--- config.mk ---
export PLATFORM = sky130hd
export DESIGN_NAME = tma_timer
export DESIGN_NICKNAME = d
export VERILOG_FILES = /design/src/tma_pkg.sv /design/src/tma_edge_sync.sv /design/src/tma_timer.sv
export VERILOG_INCLUDE_DIRS = /design/src
export SDC_FILE = /design/constraint.sdc
export NUM_CORES = 1
export LEC_CHECK = 0
export ABC_AREA = 1
export CORE_ASPECT_RATIO = 1.4
export CORE_MARGIN = 2
export CORE_UTILIZATION = 43
export DETAILED_ROUTE_END_ITERATION = 12
export DONT_BUFFER_PORTS = 1
export HOLD_SLACK_MARGIN = 0.08
export PLACE_DENSITY_LB_ADDON = 0.1
export REMOVE_ABC_BUFFERS = 1
export SYNTH_ARGS = -nofsm -noshare
export SYNTH_HDL_FRONTEND = slang
export SYNTH_HIERARCHICAL = 1
export SYNTH_SLANG_ARGS = --single-unit
--- constraint.sdc ---
create_clock -name CORE_CLK -period 2.7 [get_ports CORE_CLK]
set_input_delay 0.405 -clock CORE_CLK [delete_from_list [all_inputs] [get_ports CORE_CLK]]
set_output_delay 0.405 -clock CORE_CLK [all_outputs]
set_load 0.05 [all_outputs]
--- src/tma_defs.svh ---
`ifndef TMA_DEFS_SVH
`define TMA_DEFS_SVH

// control register fields
`define TMA_CTRL_RESET   8'h00
`define TMA_CTRL_WMASK   8'hFB
`define TMA_BIT_OVF_EN   0
`define TMA_BIT_MC_EN    1
`define TMA_BIT_CLEAR    2
`define TMA_MODE_LSB     3
`define TMA_MODE_MSB     4
`define TMA_CLK_LSB      5
`define TMA_CLK_MSB      7

// pending register fields
`define TMA_PEND_RESET   2'h0
`define TMA_PEND_OVF     0
`define TMA_PEND_MC      1

// capture source select in the port control input
`define TMA_P1_CAPSEL    4

// vectors on the level zero request
`define TMA_VEC_OVF      8'hD0
`define TMA_VEC_MC       8'hCE

// counter limits
`define TMA_CNT_TOP      8'hFF
`define TMA_CNT_ZERO     8'h00
`define TMA_REF_RESET    8'h00

// prescaler masks for the divided rates
`define TMA_PRE_RESET    10'h000
`define TMA_PRE_1024     10'h3FF
`define TMA_PRE_256      10'h0FF
`define TMA_PRE_64       10'h03F
`define TMA_PRE_8        10'h007

`endif

--- src/tma_pkg.sv ---
`default_nettype none
package tma_pkg;

  typedef enum logic [1:0] {
    TMA_INTERVAL = 2'h0,
    TMA_CAP_RISE = 2'h1,
    TMA_CAP_FALL = 2'h2,
    TMA_PWM      = 2'h3
  } tma_mode_e;

  typedef enum logic [2:0] {
    TMA_DIV1024  = 3'h0,
    TMA_DIV256   = 3'h1,
    TMA_DIV64    = 3'h2,
    TMA_DIV8     = 3'h3,
    TMA_DIV1     = 3'h4,
    TMA_EXT_FALL = 3'h5,
    TMA_EXT_RISE = 3'h6,
    TMA_STOP     = 3'h7
  } tma_clksel_e;

endpackage
`default_nettype wire

--- src/tma_edge_sync.sv ---
`default_nettype none
module tma_edge_sync (
  input  wire logic clk,
  input  wire logic arst_n,
  input  wire logic din,
  output logic      rise,
  output logic      fall
);
  logic meta;
  logic sync;
  logic last;

  // meta feeds only sync; edges are seen from sync and last
  always_ff @(posedge clk or negedge arst_n) begin
    if (!arst_n) begin
      meta <= 1'b0;
      sync <= 1'b0;
      last <= 1'b0;
    end else begin
      meta <= din;
      sync <= meta;
      last <= sync;
    end
  end

  always_comb begin
    rise = sync & ~last;
    fall = ~sync & last;
  end
endmodule
`default_nettype wire

--- src/tma_timer.sv ---
// How it works
// - overflow request goes out on level zero with vector D0h
// - overflow pending bit 0 clears on service or by writing 0
// - match/capture uses level zero, vector CEh, gated by control bit 1
// - match/capture pending bit 1 stays set until software writes 0
// - interval mode: counter equal to reference gives match, clears counter
// - interval mode: each match inverts the toggle output
// - pwm mode: counter runs free, FFh wraps to 00h, match no clear
// - pwm output low when reference <= counter, high when greater
// - pwm period is 256 timer clock ticks
// - capture edge of chosen polarity copies counter into reference
// - capture source is the pin when port control bit 4 is 0
// - capture mode requests overflow on wrap and match on each load
// - control bits 4:3 pick interval, capture rise, capture fall, pwm
// - control bits 7:5 pick divider, external edge or stop
// - writing 1 to control bit 2 clears the counter
// - control bit 0 enables overflow request; reset zeroes control
`default_nettype none
`include "tma_defs.svh"
module tma_timer (
  input  wire logic       CORE_CLK,
  input  wire logic       ARST_N,
  input  wire logic       CTRL_WR,
  input  wire logic [7:0] CTRL_WDATA,
  input  wire logic       REF_WR,
  input  wire logic [7:0] REF_WDATA,
  input  wire logic       PEND_WR,
  input  wire logic [1:0] PEND_WDATA,
  input  wire logic       OVF_ACK,
  input  wire logic [7:0] PORT_ONE_CONTROL_LOW,
  input  wire logic       CAPTURE_IN_PIN,
  input  wire logic       EXT_CLOCK_IN,
  output logic      [7:0] CTRL_RDATA,
  output logic      [7:0] REF_RDATA,
  output logic      [7:0] CNT_VALUE,
  output logic      [1:0] IRQ_PENDING,
  output logic            OVF_IRQ,
  output logic            MATCH_CAPTURE_IRQ,
  output logic            PRIORITY_LEVEL_ZERO,
  output logic      [7:0] IRQ_VECTOR,
  output logic            PWM_OUT_PIN,
  output logic            MATCH_TOGGLE_OUT
);
  logic [9:0] pre;
  logic [9:0] next_pre;
  logic [7:0] ctrl;
  logic [7:0] next_ctrl;
  logic [7:0] refv;
  logic [7:0] next_refv;
  logic [7:0] cnt;
  logic [7:0] next_cnt;
  logic [1:0] pend;
  logic [1:0] next_pend;
  logic       tog;
  logic       next_tog;
  logic       pwm;
  logic       next_pwm;
  logic       cap_rise;
  logic       cap_fall;
  logic       ext_rise;
  logic       ext_fall;
  logic       tick;
  logic       cap_edge;
  logic       clr_wr;
  logic       match;
  logic       ovf_set;
  logic       mc_set;
  tma_pkg::tma_mode_e   mode;
  tma_pkg::tma_mode_e   next_mode;
  tma_pkg::tma_clksel_e clksel;

  tma_edge_sync u_cap_sync (
    .clk    (CORE_CLK),
    .arst_n (ARST_N),
    .din    (CAPTURE_IN_PIN),
    .rise   (cap_rise),
    .fall   (cap_fall)
  );

  tma_edge_sync u_ext_sync (
    .clk    (CORE_CLK),
    .arst_n (ARST_N),
    .din    (EXT_CLOCK_IN),
    .rise   (ext_rise),
    .fall   (ext_fall)
  );

  always_comb begin
    mode   = tma_pkg::tma_mode_e'(ctrl[`TMA_MODE_MSB:`TMA_MODE_LSB]);
    clksel = tma_pkg::tma_clksel_e'(ctrl[`TMA_CLK_MSB:`TMA_CLK_LSB]);
    match  = (cnt == refv);
    clr_wr = CTRL_WR & CTRL_WDATA[`TMA_BIT_CLEAR];
    case (clksel)
      tma_pkg::TMA_DIV1024:  tick = (pre == `TMA_PRE_1024);
      tma_pkg::TMA_DIV256:   tick = ((pre & `TMA_PRE_256) == `TMA_PRE_256);
      tma_pkg::TMA_DIV64:    tick = ((pre & `TMA_PRE_64) == `TMA_PRE_64);
      tma_pkg::TMA_DIV8:     tick = ((pre & `TMA_PRE_8) == `TMA_PRE_8);
      tma_pkg::TMA_DIV1:     tick = 1'b1;
      tma_pkg::TMA_EXT_FALL: tick = ext_fall;
      tma_pkg::TMA_EXT_RISE: tick = ext_rise;
      default:               tick = 1'b0;
    endcase
    // other capture sources are outside this block: no capture then
    cap_edge = 1'b0;
    if (!PORT_ONE_CONTROL_LOW[`TMA_P1_CAPSEL]) begin
      if (mode == tma_pkg::TMA_CAP_RISE) begin
        cap_edge = cap_rise;
      end else if (mode == tma_pkg::TMA_CAP_FALL) begin
        cap_edge = cap_fall;
      end
    end
  end

  always_comb begin
    next_pre  = pre + 10'h001;
    next_ctrl = ctrl;
    next_refv = refv;
    next_cnt  = cnt;
    next_pend = pend;
    next_tog  = tog;
    ovf_set   = 1'b0;
    mc_set    = 1'b0;
    if (CTRL_WR) begin
      next_ctrl = CTRL_WDATA & `TMA_CTRL_WMASK;
    end
    if (REF_WR) begin
      next_refv = REF_WDATA;
    end
    if (PEND_WR) begin
      next_pend = pend & PEND_WDATA;
    end
    if (OVF_ACK) begin
      next_pend[`TMA_PEND_OVF] = 1'b0;
    end
    if (tick) begin
      case (mode)
        tma_pkg::TMA_INTERVAL: begin
          if (match) begin
            next_cnt = `TMA_CNT_ZERO;
            next_tog = ~tog;
            mc_set   = 1'b1;
          end else begin
            next_cnt = cnt + 8'h01;
          end
        end
        tma_pkg::TMA_PWM: begin
          next_cnt = cnt + 8'h01;
          mc_set   = match;
          ovf_set  = (cnt == `TMA_CNT_TOP);
        end
        default: begin
          next_cnt = cnt + 8'h01;
          ovf_set  = (cnt == `TMA_CNT_TOP);
        end
      endcase
    end
    if (cap_edge) begin
      next_refv = cnt;
      mc_set    = 1'b1;
    end
    if (clr_wr) begin
      next_cnt = `TMA_CNT_ZERO;
    end
    // a new event beats a clear in the same cycle
    if (ovf_set) begin
      next_pend[`TMA_PEND_OVF] = 1'b1;
    end
    if (mc_set) begin
      next_pend[`TMA_PEND_MC] = 1'b1;
    end
    next_mode = tma_pkg::tma_mode_e'(
      next_ctrl[`TMA_MODE_MSB:`TMA_MODE_LSB]);
    next_pwm  = (next_mode == tma_pkg::TMA_PWM) &&
                (next_refv > next_cnt);
  end

  always_ff @(posedge CORE_CLK or negedge ARST_N) begin
    if (!ARST_N) begin
      pre  <= `TMA_PRE_RESET;
      ctrl <= `TMA_CTRL_RESET;
      refv <= `TMA_REF_RESET;
      cnt  <= `TMA_CNT_ZERO;
      pend <= `TMA_PEND_RESET;
      tog  <= 1'b0;
      pwm  <= 1'b0;
    end else begin
      pre  <= next_pre;
      ctrl <= next_ctrl;
      refv <= next_refv;
      cnt  <= next_cnt;
      pend <= next_pend;
      tog  <= next_tog;
      pwm  <= next_pwm;
    end
  end

  always_comb begin
    CTRL_RDATA        = ctrl;
    REF_RDATA         = refv;
    CNT_VALUE         = cnt;
    IRQ_PENDING       = pend;
    PWM_OUT_PIN       = pwm;
    MATCH_TOGGLE_OUT  = tog;
    OVF_IRQ           = pend[`TMA_PEND_OVF] & ctrl[`TMA_BIT_OVF_EN];
    MATCH_CAPTURE_IRQ = pend[`TMA_PEND_MC] & ctrl[`TMA_BIT_MC_EN];
    PRIORITY_LEVEL_ZERO = OVF_IRQ | MATCH_CAPTURE_IRQ;
    // overflow vector first when both ask, a fixed order
    IRQ_VECTOR = OVF_IRQ ? `TMA_VEC_OVF : `TMA_VEC_MC;
  end
endmodule
`default_nettype wire

==> metrics.md <==
| Metric | Value |
|---|---|
| Slew HR | `64.94%` |
| # DRC | `0` |
| Die Wd | `68.70 µm` |
| Crit end category | `flip-flop` |
| Power per cell area | `633.3 nW/µm²` |
| Crit-path cells | `ha_2, nand2_2, nor2_4, nand2_1, nor2_1, nor2_2, nand3_4, buf_4, nand2_1, nand2_1, nand2_1, nand2_1, ha_1, nand2_1, inv_1, nand4_1, nand3_1, a31oi_1` |
| Worst path max stage delay | `0.40 ns` |
| CTS sink cnt | `43` |
| First drt pass iteration count | `4` |
| Via count | `2069` |
| Yosys warns | `6` |
| Die Height | `94.58 µm` |
| EDFF count, synth | `0` |
| Area contributors post-synth | `dfrtp_1, nand2_1, ha_1, inv_1, o21ai_0` |
| Clock-pin transition on the worst setup and hold timing paths | `0.09 ns` |
| Final wirelength | `5535 µm` |
| Slew Viols, Final | `0` |
| Top cell by count, worst path | `nand2_1` |
| Type of the worst setup path | `reg2reg` |
| Antenna Nets Post-Route | `0` |
| Diodes inserted | `0` |
| Ys async rst share | `100.0%` |
| GR Layer Usage met3 | `5.364%` |
| Area of placed instances | `2731 µm²` |
| Worst skew pair latency | `0.30 ns` |
| Post-Synthesis Cells | `318` |
| Post-synth top cells | `nand2_1, inv_1, dfrtp_1, o21ai_0, nor2_1` |
| Final period demand of the worst path | `2.459 ns` |
| Max Cap Violations | `0` |
| Worst hold path type | `in2reg` |
| Clock Tree Buf Depth | `2` |
| Final worst-path cycle share | `91.06%` |
| Drt initial violations | `89` |
| First-pass GRT wire length | `8970 µm` |
| Outcome | `finished, final reports clean` |
| Sequential fraction of the synthesis area | `42.70%` |
| GRT Total Usage | `18.58%` |
| Routed len/inst | `13.24 µm` |
| Area Growth Syn to Fin | `15.99%` |
| Synthesized area per cell | `7.924 µm²` |
| Final instance area | `2923 µm²` |
| Total gr overflow | `0` |
| Worst Path Arrival | `2.67 ns` |
| Worst-Margin Slew | `0.5258 ns` |
| Top FF cell, synth | `dfrtp_1` |
| CTS Root Cell | `clkbuf_8` |
| Synth area leader | `dfrtp_1` |
| Mapped cell area | `2520 µm²` |
| FMAX | `406.7 MHz` |
| Layout net count | `395` |
| Leakage | `1.520 nW` |
| CTS tree | `built` |
| Most Crowded Layer GR | `met2` |
| Via-per-instance ratio | `4.950` |
| Most numerous cell in the Yosys netlist | `nand2_1` |
| TritonCTS Buffers | `5` |
| Die ar. | `6497 µm²` |
| Vias in the first global route | `2020` |
| CP max stage cell | `dfrtp_1` |
| Synthesized flop and latch total | `43` |
| Num rows | `33` |
| M2 GR Usage | `32.21%` |
| Worst VDD drop | `386.2 µV` |
| Core footprint | `5781 µm²` |
| Final setup viols | `0` |
| Startpoint Class | `flip-flop` |
| Number of port buffers | `0` |
| Skew final | `0.007946 ns` |
| Io pins | `73` |
| Starting Density | `43.59%` |
| CP max FO | `6` |
| DP HPWL | `4171 µm` |
| Initial antenna violation count | `0` |
| Final Hold Fails | `0` |
| Synth cell types | `31` |
| Tot Pwr | `1.851 mW` |
| Share of cells above drive strength 1 | `19.25%` |
| GP Congestion | `0.8245` |
| Crit path required time | `2.91 ns` |
| Setup TNS | `0 ns` |
| GR Util met1 | `20.58%` |
| Largest net degree at the start of global routing | `44` |
| Synth top area share | `42.70%` |
| # H-tree levels | `2` |
==> state kept, by name, summed over array words and instances (netlist names) <==
| signal | cells |
|---|---|
| u_ext_sync/meta | 1 |
| u_ext_sync/sync | 1 |
| u_cap_sync/meta | 1 |
| u_ext_sync/last | 1 |
| u_cap_sync/sync | 1 |
| MATCH_TOGGLE_OUT | 1 |
| PWM_OUT_PIN | 1 |
| IRQ_PENDING | 2 |
| pre | 10 |
| REF_RDATA | 8 |
| u_cap_sync/last | 1 |
| CTRL_RDATA | 7 |
| CNT_VALUE | 8 |
==> layer usage <==
metal  vias up  share of wire, %
li1       1032                 -
met1       966                40
met2        59                51
met3        12               6.0
met4         0               2.5
met5         -                 0
==> path summary, 6_finish.rpt <==
kind	from	to	slack, ns	depth (start not counted)
max	pre[0]$_DFF_PN0_	PWM_OUT_PIN$_DFF_PN0_	0.24	18
min	CAPTURE_IN_PIN	u_cap_sync/meta$_DFF_PN0_	0.13	0
max reg2reg	pre[0]$_DFF_PN0_	PWM_OUT_PIN$_DFF_PN0_	0.24	18
min reg2reg	u_cap_sync/meta$_DFF_PN0_	u_cap_sync/sync$_DFF_PN0_	0.36	0
max in group asynchronous	ARST_N	pre[0]$_DFF_PN0_	1.88	2
min in group asynchronous	ARST_N	CTRL_RDATA[3]$_DFF_PN0_	0.62	2
==> kinds of logic (layout without fill, tap and decap cells) <==
family | Yosys count | after routing | share of synthesized area (%)
compound gates | 39 | 39 | 8.938
fa+ha+maj | 14 | 14 | 6.951
simple gates | 143 | 143 | 25.22
flops | 43 | 43 | 42.70
other cells | 2 | 5 | 0.2980
xor+xnor | 11 | 11 | 3.823
mux | 2 | 2 | 0.8937
buf+inv | 64 | 91 | 11.17
==> stage by stage <==
stage / setup slack, ns / util (%) / cells / hold WS (ns)
detailed placement: 0.1514 / 47.25 / 405 / 0.1108
global route: -0.006686 / 50.56 / 418 / 0.1027
CTS: 0.1423 / 49.94 / 415 / 0.1106
global placement: 0.2009 / 47.25 / 405 / 0.1104
floorplan: -0.3140 / - / 308 / 0.1094
finish: 0.2414 / 50.56 / 418 / 0.1255
==> power breakdown <==
part           total, mW  internal [mW]  leakage (nW)  switching (mW)
clock              0.526          0.299        0.0612           0.226
sequential         0.783          0.695         0.537          0.0881
combinational      0.543          0.172         0.922           0.370
==> placed cells by master, fill, tap and decap left out, types with 3 or more instances in the layout <==
master,count
nor3_1,3
xor2_1,4
a21oi_1,6
buf_4,29
nand2_2,4
xnor2_1,7
inv_2,4
dfrtp_1,43
clkbuf_8,6
o211ai_1,4
nor2_2,5
nand2_1,93
o21ai_0,20
conb_1,5
nor2_1,16
a21oi_2,3
inv_1,46
nand3_2,4
nand4_1,3
nand3_1,11
ha_1,13
==> critical path: cells and delay by family, from the launching register on <==
family                     cells  cell delay (ns)
AOI/OAI and AO/OA              1             0.19
adders and majority gates      2             0.49
buffers and inverters          2             0.22
and+or+nand+nor               13             1.08
DFF                            1             0.40
==> timing repair <==
action                                  in CTS  in global routing
hold buffers                                 2                  0
endpoints found under the setup margin       0                  1
resized for setup                            0                  5
endpoints found under the hold margin       43                  0
buffers inserted                             0                  3
==> area by class of cell <==
| type | instances | area (µm²) |
|---|---|---|
| Clock buffer | 6 | 82.58 |
| Multi-Input combinational cell | 214 | 1181 |
| Tap cell | 70 | 87.58 |
| Fill cell | 599 | 2858 |
| Sequential cell | 43 | 1076 |
| Timing Repair Buffer | 32 | 266.5 |
| Inverter | 51 | 193.9 |
| Clock inverter | 2 | 35.03 |
Power figures use the tool's default switching activity.
